--- config.mk ---
export PLATFORM = sky130hd
export DESIGN_NAME = swa_top
export DESIGN_NICKNAME = d
export VERILOG_FILES = /design/src/swa_pkg.sv /design/src/swa_bus_if.sv /design/src/swa_addr_dec.sv /design/src/swa_top.sv
export SDC_FILE = /design/constraint.sdc
export NUM_CORES = 1
export LEC_CHECK = 0
export ABC_CLOCK_PERIOD_IN_PS = 2870
export BUFFER_PORTS_ARGS = -buffer_cell sky130_fd_sc_hd__clkbuf_2
export CAP_MARGIN = 20
export CORE_MARGIN = 4
export CORE_UTILIZATION = 34
export DETAILED_ROUTE_END_ITERATION = 8
export PLACE_DENSITY = 0.59
export SKIP_CTS_REPAIR_TIMING = 1
export SLEW_MARGIN = 10
export SYNTH_ARGS = -nofsm -noshare
export SYNTH_HDL_FRONTEND = slang
export SYNTH_SLANG_ARGS = --single-unit
--- constraint.sdc ---
create_clock -name core_clk -period 2.87 [get_ports core_clk]
set_input_delay 0.574 -clock core_clk [delete_from_list [all_inputs] [get_ports core_clk]]
set_output_delay 0.574 -clock core_clk [all_outputs]
set_load 0.01 [all_outputs]
--- src/swa_pkg.sv ---
// Package for the auxiliary SMI and wake aggregator: register offsets,
// field positions and reset values.
// Assumes an 8-bit register bus with byte offsets as printed.
package swa_pkg;
    localparam int ADDR_W = 8;
    localparam logic [7:0] OFF_SMI_EN1 = 8'hB4;
    localparam logic [7:0] OFF_SMI_EN2 = 8'hB5;
    localparam logic [7:0] OFF_SMI_ST1 = 8'hB6;
    localparam logic [7:0] OFF_SMI_ST2 = 8'hB7;
    localparam logic [7:0] OFF_RSVD_SB = 8'hB8;
    localparam logic [7:0] OFF_PIN_SEL = 8'hC0;
    localparam logic [7:0] OFF_FORCE_CHG = 8'hC1;
    localparam logic [7:0] OFF_RATE_SHD = 8'hC2;
    localparam logic [7:0] OFF_SER1_SHD = 8'hC3;
    localparam logic [7:0] OFF_SER2_SHD = 8'hC4;
    localparam logic [7:0] OFF_WAKE_CTL = 8'hC5;
    localparam logic [7:0] OFF_WAKE_ST = 8'hC6;
    // Own additions: interrupt status and mask
    localparam logic [7:0] OFF_IRQ_ST = 8'hD0;
    localparam logic [7:0] OFF_IRQ_MASK = 8'hD1;
    // Field masks: writable bits, and the defined bits of status one
    localparam logic [7:0] MASK_EN1 = 8'h9E;
    localparam logic [7:0] MASK_EN2 = 8'h57;
    localparam logic [7:0] MASK_ST1 = 8'h9E;
    localparam logic [7:0] MASK_PIN = 8'h4A; // Bit 6 picks the infrared receive source
    localparam logic [7:0] MASK_RATE = 8'hDF;
    localparam logic [7:0] MASK_FIFO = 8'hCF;
    // Field positions
    localparam int BIT_KBC_ROUTE = 4;
    localparam int BIT_SMI_SERIRQ = 6;
    localparam int BIT_IR_FLAG = 2;
    localparam int BIT_IR_LOC = 6;
    localparam int BIT_FORCE0 = 0;
    localparam int BIT_WAKE = 0;
    // Reset values
    localparam logic [7:0] RST_ZERO = 8'h00;
    localparam logic [7:0] RST_PIN = 8'h02;
    localparam logic [7:0] RST_FORCE = 8'h03;
    // Interrupt status bits
    localparam int IRQ_SMI = 0;
    localparam int IRQ_IR = 1;
    localparam int IRQ_WAKE = 2;
    localparam int IRQ_W = 3;
endpackage : swa_pkg

--- src/swa_bus_if.sv ---
// Interface carrying the register bus between the top and the decoder.
// Assumes one clock; strobes one cycle long.
`timescale 1ns/1ns
interface swa_bus_if;
    logic [7:0] addr;
    logic [7:0] wdata;
    logic wrStb;
    logic rdStb;
    logic [14:0] hit; // One-hot register select
    modport master (output addr, output wdata, output wrStb, output rdStb, input hit);
    modport decoder (input addr, input wdata, input wrStb, input rdStb, output hit);
endinterface : swa_bus_if

--- src/swa_addr_dec.sv ---
// Address decoder: turns the bus address into a one-hot select.
// Assumes the package offsets; unmapped addresses select nothing.
`timescale 1ns/1ns
module swa_addr_dec
    import swa_pkg::*;
(
    swa_bus_if.decoder bus
);
    // Offsets in select-bit order
    localparam logic [7:0] OFFS [15] = '{OFF_SMI_EN1, OFF_SMI_EN2, OFF_SMI_ST1,
        OFF_SMI_ST2, OFF_RSVD_SB, OFF_PIN_SEL, OFF_FORCE_CHG, OFF_RATE_SHD,
        OFF_SER1_SHD, OFF_SER2_SHD, OFF_WAKE_CTL, OFF_WAKE_ST, OFF_IRQ_ST,
        OFF_IRQ_MASK, 8'hFF};

    // Compare address against every offset; last slot never hits
    always_comb begin
        for (int i = 0; i < 15; i++) begin
            bus.hit[i] = (i < 14) && (bus.addr == OFFS[i]);
        end
    end
endmodule : swa_addr_dec

--- src/swa_top.sv ---
// Auxiliary SMI and wake aggregator: SMI gathering, forced media change,
// write-only shadows, wake-event control, local interrupt.
// Assumes peripheral requests are asynchronous levels; host is on core_clk.
`timescale 1ns/1ns
module swa_top
    import swa_pkg::*;
(
    input wire logic core_clk,
    input wire logic rstn, // Main-supply reset, active low
    input wire logic standbyRstn, // Standby-supply reset, active low
    input wire logic [7:0] regAddr,
    input wire logic [7:0] regWdata,
    input wire logic regWrite,
    input wire logic regRead,
    output logic [7:0] regRdata,
    input wire logic printerReq,
    input wire logic serialOneReq,
    input wire logic serialTwoReq,
    input wire logic floppyReq,
    input wire logic watchdogReq,
    input wire logic mouseReq,
    input wire logic keyboardReq,
    input wire logic kbcLine,
    input wire logic serialTwoRx, // Serial two receive pin
    input wire logic altInfraredRx, // Alternate infrared receive pin
    input wire logic headStepN, // Floppy step output, active low
    input wire logic driveSelZeroN, // Drive select zero output, active low
    input wire logic mediaChangedInN, // Disk-change input pin (active low)
    input wire logic rateWrite, // Pulse: write-only rate register written
    input wire logic [7:0] rateWdata,
    input wire logic serOneFifoWrite, // Pulse: serial one FIFO control written
    input wire logic [7:0] serOneFifoWdata,
    input wire logic serTwoFifoWrite, // Pulse: serial two FIFO control written
    input wire logic [7:0] serTwoFifoWdata,
    input wire logic wakeEvent, // Level: device wake condition
    output logic sysMgmtIrqN, // Group SMI, active low
    output logic smiSerialFrame, // SMI level placed in serial IRQ frame
    output logic mediaChangedBit, // Disk-change bit for input register
    output logic wakeEventN, // Power-management event, active low
    output logic [7:0] pinFunctionSel,
    output logic irq // Local interrupt, active high
);
    // Reset synchronisers for both supplies
    logic rstMeta_q;
    logic rstSync_q;
    logic sbMeta_q;
    logic sbSync_q;
    always_ff @(posedge core_clk or negedge rstn) begin
        if (!rstn) begin
            rstMeta_q <= 1'b0;
            rstSync_q <= 1'b0;
        end else begin
            rstMeta_q <= 1'b1;
            rstSync_q <= rstMeta_q;
        end
    end
    always_ff @(posedge core_clk or negedge standbyRstn) begin
        if (!standbyRstn) begin
            sbMeta_q <= 1'b0;
            sbSync_q <= 1'b0;
        end else begin
            sbMeta_q <= 1'b1;
            sbSync_q <= sbMeta_q;
        end
    end
    logic rstnInt;
    logic sbRstnInt;
    assign rstnInt = rstSync_q;
    assign sbRstnInt = sbSync_q;

    // Two-flop synchronisers for all pin-level inputs
    localparam int NSYNC = 12;
    // Active-low pins reset to their idle high level, so no false edge follows reset
    localparam logic [NSYNC-1:0] PIN_IDLE = 12'h380;
    logic [NSYNC-1:0] pinRaw;
    logic [NSYNC-1:0] pinMeta_q;
    logic [NSYNC-1:0] pinSync_q;
    assign pinRaw = {altInfraredRx, serialTwoRx, mediaChangedInN, driveSelZeroN,
        headStepN, kbcLine, keyboardReq, mouseReq, watchdogReq, floppyReq,
        serialOneReq, serialTwoReq};
    logic printerMeta_q;
    logic printerSync_q;
    logic wakeMeta_q;
    logic wakeSync_q;
    always_ff @(posedge core_clk or negedge rstnInt) begin
        if (!rstnInt) begin
            pinMeta_q <= PIN_IDLE;
            pinSync_q <= PIN_IDLE;
            printerMeta_q <= 1'b0;
            printerSync_q <= 1'b0;
            wakeMeta_q <= 1'b0;
            wakeSync_q <= 1'b0;
        end else begin
            pinMeta_q <= pinRaw;
            pinSync_q <= pinMeta_q;
            printerMeta_q <= printerReq;
            printerSync_q <= printerMeta_q;
            wakeMeta_q <= wakeEvent;
            wakeSync_q <= wakeMeta_q;
        end
    end
    logic sTwo, sOne, sFlop, sWdt, sMouse, sKbd, sKbc, sStepN, sDselN, sChgN;
    logic sRx2, sAltRx;
    assign {sAltRx, sRx2, sChgN, sDselN, sStepN, sKbc, sKbd, sMouse, sWdt, sFlop,
        sOne, sTwo} = pinSync_q;

    // Register bus decode through the small decoder module
    swa_bus_if bus ();
    assign bus.addr = regAddr;
    assign bus.wdata = regWdata;
    assign bus.wrStb = regWrite;
    assign bus.rdStb = regRead;
    swa_addr_dec uDec (
        .bus(bus)
    );
    function automatic logic wrHit(input int idx);
        wrHit = regWrite && bus.hit[idx];
    endfunction : wrHit

    // Control registers on main-supply reset
    logic [7:0] smiEnOne_q;
    logic [7:0] smiEnTwo_q;
    logic [7:0] pinSel_q;
    logic [IRQ_W-1:0] irqMask_q;
    always_ff @(posedge core_clk or negedge rstnInt) begin
        if (!rstnInt) begin
            smiEnOne_q <= RST_ZERO;
            smiEnTwo_q <= RST_ZERO;
            pinSel_q <= RST_PIN;
            irqMask_q <= '0;
        end else begin
            if (wrHit(0)) smiEnOne_q <= regWdata & MASK_EN1;
            if (wrHit(1)) smiEnTwo_q <= regWdata & MASK_EN2;
            if (wrHit(5)) pinSel_q <= regWdata & MASK_PIN;
            if (wrHit(13)) irqMask_q <= regWdata[IRQ_W-1:0];
        end
    end
    assign pinFunctionSel = pinSel_q;

    // Raw status views, cleared only when the source withdraws
    logic [7:0] stOne;
    assign stOne = {sWdt, 2'b00, sFlop, sOne, sTwo, printerSync_q, 1'b0};

    // Infrared source select and transition detect
    logic irPrev_q;
    logic irFlag_q;
    logic irMux;
    assign irMux = pinSel_q[BIT_IR_LOC] ? sAltRx : sRx2;
    always_ff @(posedge core_clk or negedge rstnInt) begin
        if (!rstnInt) begin
            irPrev_q <= 1'b0;
            irFlag_q <= 1'b0;
        end else begin
            irPrev_q <= irMux;
            // Set wins over the read clear so no edge is lost
            if (irMux != irPrev_q) irFlag_q <= 1'b1;
            else if (regRead && bus.hit[3]) irFlag_q <= 1'b0;
        end
    end
    logic [7:0] stTwo;
    assign stTwo = {3'b000, sKbc, 1'b0, irFlag_q, sKbd, sMouse};

    // Group SMI: any enabled status bit pulls it low
    logic smiAny;
    assign smiAny = |(stOne & smiEnOne_q) | |(stTwo & smiEnTwo_q & 8'h07)
        | (sKbc & smiEnTwo_q[BIT_KBC_ROUTE]);
    logic smiN_q;
    logic smiFrame_q;
    always_ff @(posedge core_clk or negedge rstnInt) begin
        if (!rstnInt) begin
            smiN_q <= 1'b1;
            smiFrame_q <= 1'b0;
        end else begin
            smiN_q <= ~smiAny;
            smiFrame_q <= smiAny & smiEnTwo_q[BIT_SMI_SERIRQ];
        end
    end
    assign sysMgmtIrqN = smiN_q;
    assign smiSerialFrame = smiFrame_q;

    // Forced media change latch; falling edges of step or select clear it
    logic force_q;
    logic stepPrev_q;
    logic dselPrev_q;
    logic chgBit_q;
    logic forceClr;
    assign forceClr = (stepPrev_q & ~sStepN) | (dselPrev_q & ~sDselN);
    always_ff @(posedge core_clk or negedge rstnInt) begin
        if (!rstnInt) begin
            force_q <= RST_FORCE[BIT_FORCE0];
            stepPrev_q <= 1'b1;
            dselPrev_q <= 1'b1;
            chgBit_q <= 1'b0;
        end else begin
            stepPrev_q <= sStepN;
            dselPrev_q <= sDselN;
            // Software set wins over hardware clear
            if (wrHit(6) && regWdata[BIT_FORCE0]) force_q <= 1'b1;
            else if (forceClr) force_q <= 1'b0;
            chgBit_q <= (~sDselN & force_q) | ~sChgN;
        end
    end
    assign mediaChangedBit = chgBit_q;

    // Shadows of write-only registers
    logic [7:0] rateShd_q;
    logic [7:0] serOneShd_q;
    logic [7:0] serTwoShd_q;
    always_ff @(posedge core_clk or negedge rstnInt) begin
        if (!rstnInt) begin
            rateShd_q <= RST_ZERO;
            serOneShd_q <= RST_ZERO;
            serTwoShd_q <= RST_ZERO;
        end else begin
            if (rateWrite) rateShd_q <= rateWdata & MASK_RATE;
            if (serOneFifoWrite) serOneShd_q <= serOneFifoWdata & MASK_FIFO;
            if (serTwoFifoWrite) serTwoShd_q <= serTwoFifoWdata & MASK_FIFO;
        end
    end

    // Wake control and flag on the standby reset only
    logic wakeEn_q;
    logic wakeFlag_q;
    always_ff @(posedge core_clk or negedge sbRstnInt) begin
        if (!sbRstnInt) begin
            wakeEn_q <= 1'b0;
            wakeFlag_q <= 1'b0;
        end else begin
            if (wrHit(10)) wakeEn_q <= regWdata[BIT_WAKE];
            // Set wins over a write-one clear
            if (wakeSync_q) wakeFlag_q <= 1'b1;
            else if (wrHit(11) && regWdata[BIT_WAKE]) wakeFlag_q <= 1'b0;
        end
    end
    assign wakeEventN = ~(wakeFlag_q & wakeEn_q);

    // Local interrupt: sticky status, write one to clear, set wins
    logic [IRQ_W-1:0] irqSt_q;
    logic [IRQ_W-1:0] irqEv;
    logic smiPrev_q;
    logic wakePrev_q;
    always_ff @(posedge core_clk or negedge rstnInt) begin
        if (!rstnInt) begin
            smiPrev_q <= 1'b0;
            wakePrev_q <= 1'b0;
        end else begin
            smiPrev_q <= smiAny;
            wakePrev_q <= wakeFlag_q;
        end
    end
    always_comb begin
        irqEv = '0;
        irqEv[IRQ_SMI] = smiAny & ~smiPrev_q;
        irqEv[IRQ_IR] = (irMux != irPrev_q);
        irqEv[IRQ_WAKE] = wakeFlag_q & ~wakePrev_q;
    end
    always_ff @(posedge core_clk or negedge rstnInt) begin
        if (!rstnInt) begin
            irqSt_q <= '0;
        end else begin
            irqSt_q <= irqEv | (irqSt_q & ~(wrHit(12) ? regWdata[IRQ_W-1:0] : '0));
        end
    end
    assign irq = |(irqSt_q & irqMask_q);

    // Read data register: one cycle after the read strobe, else zero
    logic [7:0] rdMux;
    always_comb begin
        rdMux = 8'h00;
        unique case (1'b1)
            bus.hit[0]: rdMux = smiEnOne_q;
            bus.hit[1]: rdMux = smiEnTwo_q;
            bus.hit[2]: rdMux = stOne;
            bus.hit[3]: rdMux = stTwo;
            bus.hit[5]: rdMux = pinSel_q;
            bus.hit[6]: rdMux = {RST_FORCE[7:1], force_q}; // Upper bits hold their default
            bus.hit[7]: rdMux = rateShd_q;
            bus.hit[8]: rdMux = serOneShd_q;
            bus.hit[9]: rdMux = serTwoShd_q;
            bus.hit[10]: rdMux = {7'h00, wakeEn_q};
            bus.hit[11]: rdMux = {7'h00, wakeFlag_q};
            bus.hit[12]: rdMux = {5'h00, irqSt_q};
            bus.hit[13]: rdMux = {5'h00, irqMask_q};
            default: rdMux = 8'h00; // Unmapped and reserved read zero
        endcase
    end
    always_ff @(posedge core_clk or negedge rstnInt) begin
        if (!rstnInt) begin
            regRdata <= 8'h00;
        end else begin
            regRdata <= regRead ? rdMux : 8'h00;
        end
    end
endmodule : swa_top

After elaboration in Yosys (flattened, before gate mapping)
Index checks and enable logic that the tools add are counted.

RAM bits: 0. Memory bits (read-only): 0. Bits of input ports: 62. Memories: 0. Bits in latches: 0. Output and inout port bits: 21. Flip-flop bits (word level): 90.

Reductions and logical operators: 17. Equal/unequal tests: 14. Bitwise gates (word level): 25. $add $sub $neg: 0. Order comparisons: 0. Multiply operators: 0. Divide/modulo/power cells: 0. Shift-type cells: 0. Multiplexer cells: 10.

Operator list (number): 8-bit equality test, second input constant (13); 8-bit one-hot mux with 13 select lines (1); 1-bit logical AND (11); 3-bit AND (3); 1-bit AND (8); 8-bit AND (1); 8-bit two-way mux (1); 8-bit OR reduction (1); 1-bit two-way mux (7); 1-bit NOT (7); 2-bit nonzero test (3); 3-bit OR reduction (2); 1-bit OR (4); 3-bit two-way mux (1); 3-bit NOT (1); 3-bit OR (1); 1-bit != test (1).

Longest topological paths before layout
Depth after elaboration: 6. Gate-level depth with buffers: 6. Depth with buffers taken out: 4.

By module
From an unflattened synthesis, not the netlist that was laid out.

Cell total of the unflattened synthesis: 242. Area total of the unflattened synthesis: 3478.3 µm².

Modules (own cells, without submodules): swa_top (area each 3234.4 µm², sequential area each 2240.9 µm², times used 1, cells an instance 213); swa_addr_dec (area each 244.0 µm², sequential area each 0.0 µm², times used 1, cells an instance 29).

Least setup slack after synthesis
Ideal clock, no wire load.

Path kind: input to register. From: input port regAddr[1]. To: register smiEnOne_q[7]. Arrival: 1.618 ns. Stages: 5. Path buffers: 2. Slack: 1.125 ns. Setup time: 0.127 ns. Required time: 2.743 ns. Cell sequence: buf_4 nor2_2 and3_1 buf_6 mux2_1.

Word-level cells in the longest chain between the ends: 2.

Ends and longest elaborated chain: start, declared (line swa_top.sv:11) `input wire logic [7:0] regAddr,`; 8-bit equality test (line swa_addr_dec.sv:18) `bus.hit[i] = (i < 14) && (bus.addr == OFFS[i]);`; 1-bit logical AND (line swa_top.sv:117) `wrHit = regWrite && bus.hit[idx];`; end signal, assigned (line swa_top.sv:132) `if (wrHit(0)) smiEnOne_q <= regWdata & MASK_EN1;`; end, declared (line swa_top.sv:121) `logic [7:0] smiEnOne_q;`.

No other way between the ends. A chain may end at the register's enable or synchronous reset.

Final worst setup path
From: register irqSt_q[1]. To: output port irq.

Word-level cells in the longest chain between the ends: 2.

Ends and longest elaborated chain: start, declared (line swa_top.sv:238) `logic [IRQ_W-1:0] irqSt_q;`; start signal, assigned (line swa_top.sv:261) `irqSt_q <= irqEv | (irqSt_q & ~(wrHit(12) ? regWdata[IRQ_W-1:0] : '0));`; 3-bit AND (line swa_top.sv:264) `assign irq = |(irqSt_q & irqMask_q);`; 3-bit OR reduction (line swa_top.sv:264); end, declared (line swa_top.sv:41) `output logic irq`.

No other way between the ends.

==> impl_results.html <==
<table>
<tr><th>Metric</th><th>Value</th></tr>
<tr><th colspan="2">Clocking</th></tr>
<tr><td>CTS tree</td><td>yes</td></tr>
<tr><td>Insertion delay to the later sink of the worst-skew pair</td><td>350 ps</td></tr>
<tr><td># clock sinks</td><td>89</td></tr>
<tr><td>Clock slew at reported path FFs</td><td>90 ps</td></tr>
<tr><td>H-tree depth</td><td>3</td></tr>
<tr><td>Clock buffer depth</td><td>2</td></tr>
<tr><td>Root cell of the clock tree</td><td>clkbuf_8</td></tr>
<tr><td>CTS Buf Count</td><td>9</td></tr>
<tr><th colspan="2">Timing</th></tr>
<tr><td>Min Clock Period, post-route</td><td>1963 ps</td></tr>
<tr><td>Setup Skew</td><td>11.13 ps</td></tr>
<tr><td>Final number of max-transition violations</td><td>0</td></tr>
<tr><td>Final Hold Viols</td><td>0</td></tr>
<tr><td>Headroom to the max-slew limit</td><td>62.79%</td></tr>
<tr><td>Top achievable clock speed</td><td>0.5094 GHz</td></tr>
<tr><td>Transition time of the tightest slew-check pin</td><td>554.4 ps</td></tr>
<tr><td>Share of the cycle needed by the critical path after routing</td><td>68.41%</td></tr>
<tr><td>Setup repair after global routing missed its margin</td><td>false</td></tr>
<tr><td>Final count of negative-setup-slack endpoints</td><td>0</td></tr>
<tr><td>Setup total negative slack</td><td>0 ps</td></tr>
<tr><th colspan="2">Route</th></tr>
<tr><td>Post-DR vias/cell</td><td>4.833</td></tr>
<tr><td>1st-iter DRT viols</td><td>98</td></tr>
<tr><td>Antenna-violating nets left</td><td>0</td></tr>
<tr><td>DRC</td><td>0</td></tr>
<tr><td>Detailed-route wire length</td><td>7908 µm</td></tr>
<tr><td>Detailed-routing iteration count for the pre-antenna-repair pass</td><td>4</td></tr>
<tr><td>Vias after detailed routing</td><td>2320</td></tr>
<tr><td>Average wire per standard cell</td><td>16.48 µm</td></tr>
<tr><th colspan="2">Logic synthesis</th></tr>
<tr><td>Fraction of registers with async set/reset</td><td>100.0%</td></tr>
<tr><td>Sequential share of the synthesized area</td><td>60.96%</td></tr>
<tr><td>Post-synthesis cell count</td><td>265</td></tr>
<tr><td>Number of enable flip-flop cells after synthesis</td><td>0</td></tr>
<tr><td>Warnings from Yosys</td><td>0</td></tr>
<tr><td>Flip-flop and latch count after synthesis</td><td>89</td></tr>
<tr><td>Dominant synthesized flop cell</td><td>dfrtp_1</td></tr>
<tr><td>Number of distinct library cells after synthesis</td><td>53</td></tr>
<tr><td>Mapped Avg Cell Area</td><td>13.87 µm²</td></tr>
<tr><td>Netlist area before placement</td><td>3676 µm²</td></tr>
<tr><th colspan="2">Critical path</th></tr>
<tr><td>Arrival @ worst endpoint</td><td>1390 ps</td></tr>
<tr><td>Worst r2r dst</td><td>irqSt_q[0]$_DFF_PN0_</td></tr>
<tr><td>Origin of the critical flop-to-flop path</td><td>smiEnOne_q[2]$_DFFE_PN0P_</td></tr>
<tr><td>Number of cells on the worst reg-to-reg path</td><td>4</td></tr>
<tr><td>Data required time at the worst endpoint</td><td>2300 ps</td></tr>
<tr><td>Worst-case register-to-register setup slack</td><td>1350 ps</td></tr>
<tr><td>Crit path launch type</td><td>register</td></tr>
<tr><td>Kind of end point of the critical path</td><td>primary output</td></tr>
<tr><td>Critical path fanouts, max</td><td>3</td></tr>
<tr><td>CP Class</td><td>register to primary output</td></tr>
<tr><th colspan="2">GRT</th></tr>
<tr><td>Vias in the first global route</td><td>2479</td></tr>
<tr><td>Largest net degree at the start of global routing</td><td>84</td></tr>
<tr><td>First-pass GRT wire length</td><td>12920 µm</td></tr>
<tr><td>Initial antenna violation count</td><td>0</td></tr>
<tr><td>Remaining Overflow, GRT</td><td>0</td></tr>
<tr><td>Combined global-route utilization of all metal layers</td><td>13.12%</td></tr>
<tr><th colspan="2">Pwr</th></tr>
<tr><td>Total power per unit cell area</td><td>577.2 nW/µm²</td></tr>
<tr><td>Leakage component of the power</td><td>2.001 nW</td></tr>
<tr><td>Maximum vdd drop</td><td>0.2651 mV</td></tr>
<tr><th colspan="2">Floorplan</th></tr>
<tr><td>Standard-cell row count</td><td>37</td></tr>
<tr><td>Starting utilization of the core area</td><td>35.29%</td></tr>
<tr><td>Die Ht</td><td>112.0 µm</td></tr>
<tr><td>Die Area</td><td>12540 µm²</td></tr>
<tr><td>Core area</td><td>10420 µm²</td></tr>
<tr><td>Total I/O pin count</td><td>83</td></tr>
<tr><td>Horizontal die dimension</td><td>112.0 µm</td></tr>
<tr><th colspan="2">Layout</th></tr>
<tr><td>Util after Layout</td><td>42.07%</td></tr>
<tr><td>Relative area change from synthesis to final layout</td><td>19.20%</td></tr>
<tr><td>Count of nets after finishing</td><td>401</td></tr>
<tr><td>Fraction of layout instances using a drive strength above 1</td><td>41.86%</td></tr>
<tr><td>Sequential cell area</td><td>2245 µm²</td></tr>
<tr><td>Most frequent standard cell in the layout excluding fill and tap cells</td><td>dfrtp_1</td></tr>
<tr><td>Area occupied by multi-input gates</td><td>1295 µm²</td></tr>
<tr><td>Fillcell total</td><td>993</td></tr>
<tr><td>Most frequent cells in the layout</td><td>dfrtp_1, clkbuf_2, mux2_2, mux2_1, dfstp_2</td></tr>
<tr><td>Diode count</td><td>0</td></tr>
<tr><th colspan="2">Run status</th></tr>
<tr><td>Status</td><td>finished, final reports clean</td></tr>
<tr><th colspan="2">Placement</th></tr>
<tr><td>Half-perimeter wire length after detailed placement</td><td>5801 µm</td></tr>
<tr><td>Final GP Congestion</td><td>0.8369</td></tr>
<tr><td>Count of buffers from port buffering</td><td>70</td></tr>
<tr><th colspan="2">Worst hold path</th></tr>
<tr><td>Hold Crit Class</td><td>register to async pin</td></tr>
<tr><th colspan="2">Job</th></tr>
<tr><td>Max-cap viol count</td><td>0</td></tr>
</table>
[synthesized netlist by cell type (3+ instances only)]
cell / count / area, µm²
clkbuf_1: 4 / 15.01
mux2_1: 11 / 123.9
nor3_1: 4 / 20.02
buf_2: 4 / 20.02
a32oi_1: 4 / 35.03
buf_4: 8 / 60.06
a31oi_1: 3 / 18.77
mux2i_1: 6 / 60.06
and2_1: 3 / 18.77
mux4_2: 3 / 67.56
dfstp_2: 11 / 289.0
nand2_1: 8 / 30.03
nor2_1: 4 / 15.01
a21o_1: 4 / 30.03
nand4_1: 10 / 62.56
nor2b_1: 5 / 31.28
buf_6: 3 / 33.78
dfrtp_1: 78 / 1952
o21ai_0: 6 / 30.03
inv_1: 8 / 30.03
mux2_2: 22 / 247.7
mux2_4: 7 / 105.1
nand3_1: 6 / 30.03
a22oi_1: 3 / 22.52
and4_1: 3 / 26.28
[area by class of cell]
type                    count  share of cell area (%)
flip-flops and latches     89                   51.23
multi-input cells         154                   29.55
inverters                   9                  0.7710
clock inverters             6                   2.056
repair buffers             76                   9.595
well taps                 136                   3.883
clock buffers              10                   2.913
[worst max-delay path by stage]
stage	start	to	cells after the start
4_1_cts	irqSt_q[1]$_DFF_PN0_	irq	3
3_3_place_gp	regAddr[4]	smiEnOne_q[7]$_DFFE_PN0P_	5
2_1_floorplan	rstSync_q$_DFF_PN0_	irFlag_q$_DFFE_PN0P_	0
6_report	irqSt_q[1]$_DFF_PN0_	irq	3
5_1_grt	irqSt_q[1]$_DFF_PN0_	irq	3
3_5_place_dp	regAddr[4]	smiEnOne_q[7]$_DFFE_PN0P_	5
[worst max-delay path: stages, from the launching register on]
cell and delay (ps):
dfrtp_1 420, a222oi_1 410, inv_1 70, clkbuf_2 140
[where the power goes]
part	internal, mW	switching [mW]
clock	0.494	0.437
sequential	1.33	0.0457
combinational	0.109	0.112
total	1.93	0.595
[kinds of logic (layout without fill, tap and decap cells)]
group,count (synthesis),count (layout),synth area share (%)
flip-flops,89,89,60.96
AND/OR/NAND/NOR,59,59,10.31
multiplexers,49,49,16.44
AO/OA/AOI/OAI,37,37,7.420
buffers and inverters,28,101,4.425
other,2,8,0.2043
XOR/XNOR,1,1,0.2383
[state kept, by name, summed over array words and instances, names as in the netlist, 3 cells and up]
name            cells
rateShd_q           7
smiEnTwo_q          5
pinSync_q          12
irqSt_q             3
regRdata            7
pinMeta_q          12
serTwoShd_q         6
smiEnOne_q          5
irqMask_q           3
serOneShd_q         6
pinFunctionSel      3
[routing by layer]
metal	up-vias	part of all wire, %	track usage (%)
met2	74	48	21.42
met5	-	0	0
li1	1096	-	-
met4	0	1.7	4.327
met3	11	6.3	3.913
met1	1139	44	16.76
[metrics by stage]
step                hold slack (ps)  area, µm²  power [mW]  cells  worst slack, ps
floorplan                     11.05       3699       1.528    271            346.5
global placement              18.53       4116       1.615    461            671.9
detailed placement            23.13       4116       1.621    461            617.7
CTS                          -33.62       4334       2.558    477            845.6
global route                  57.52       4382       2.642    480            797.5
finish                        37.31       4382       2.529    480            906.7
No activity file was read; power rests on OpenSTA's default activity.
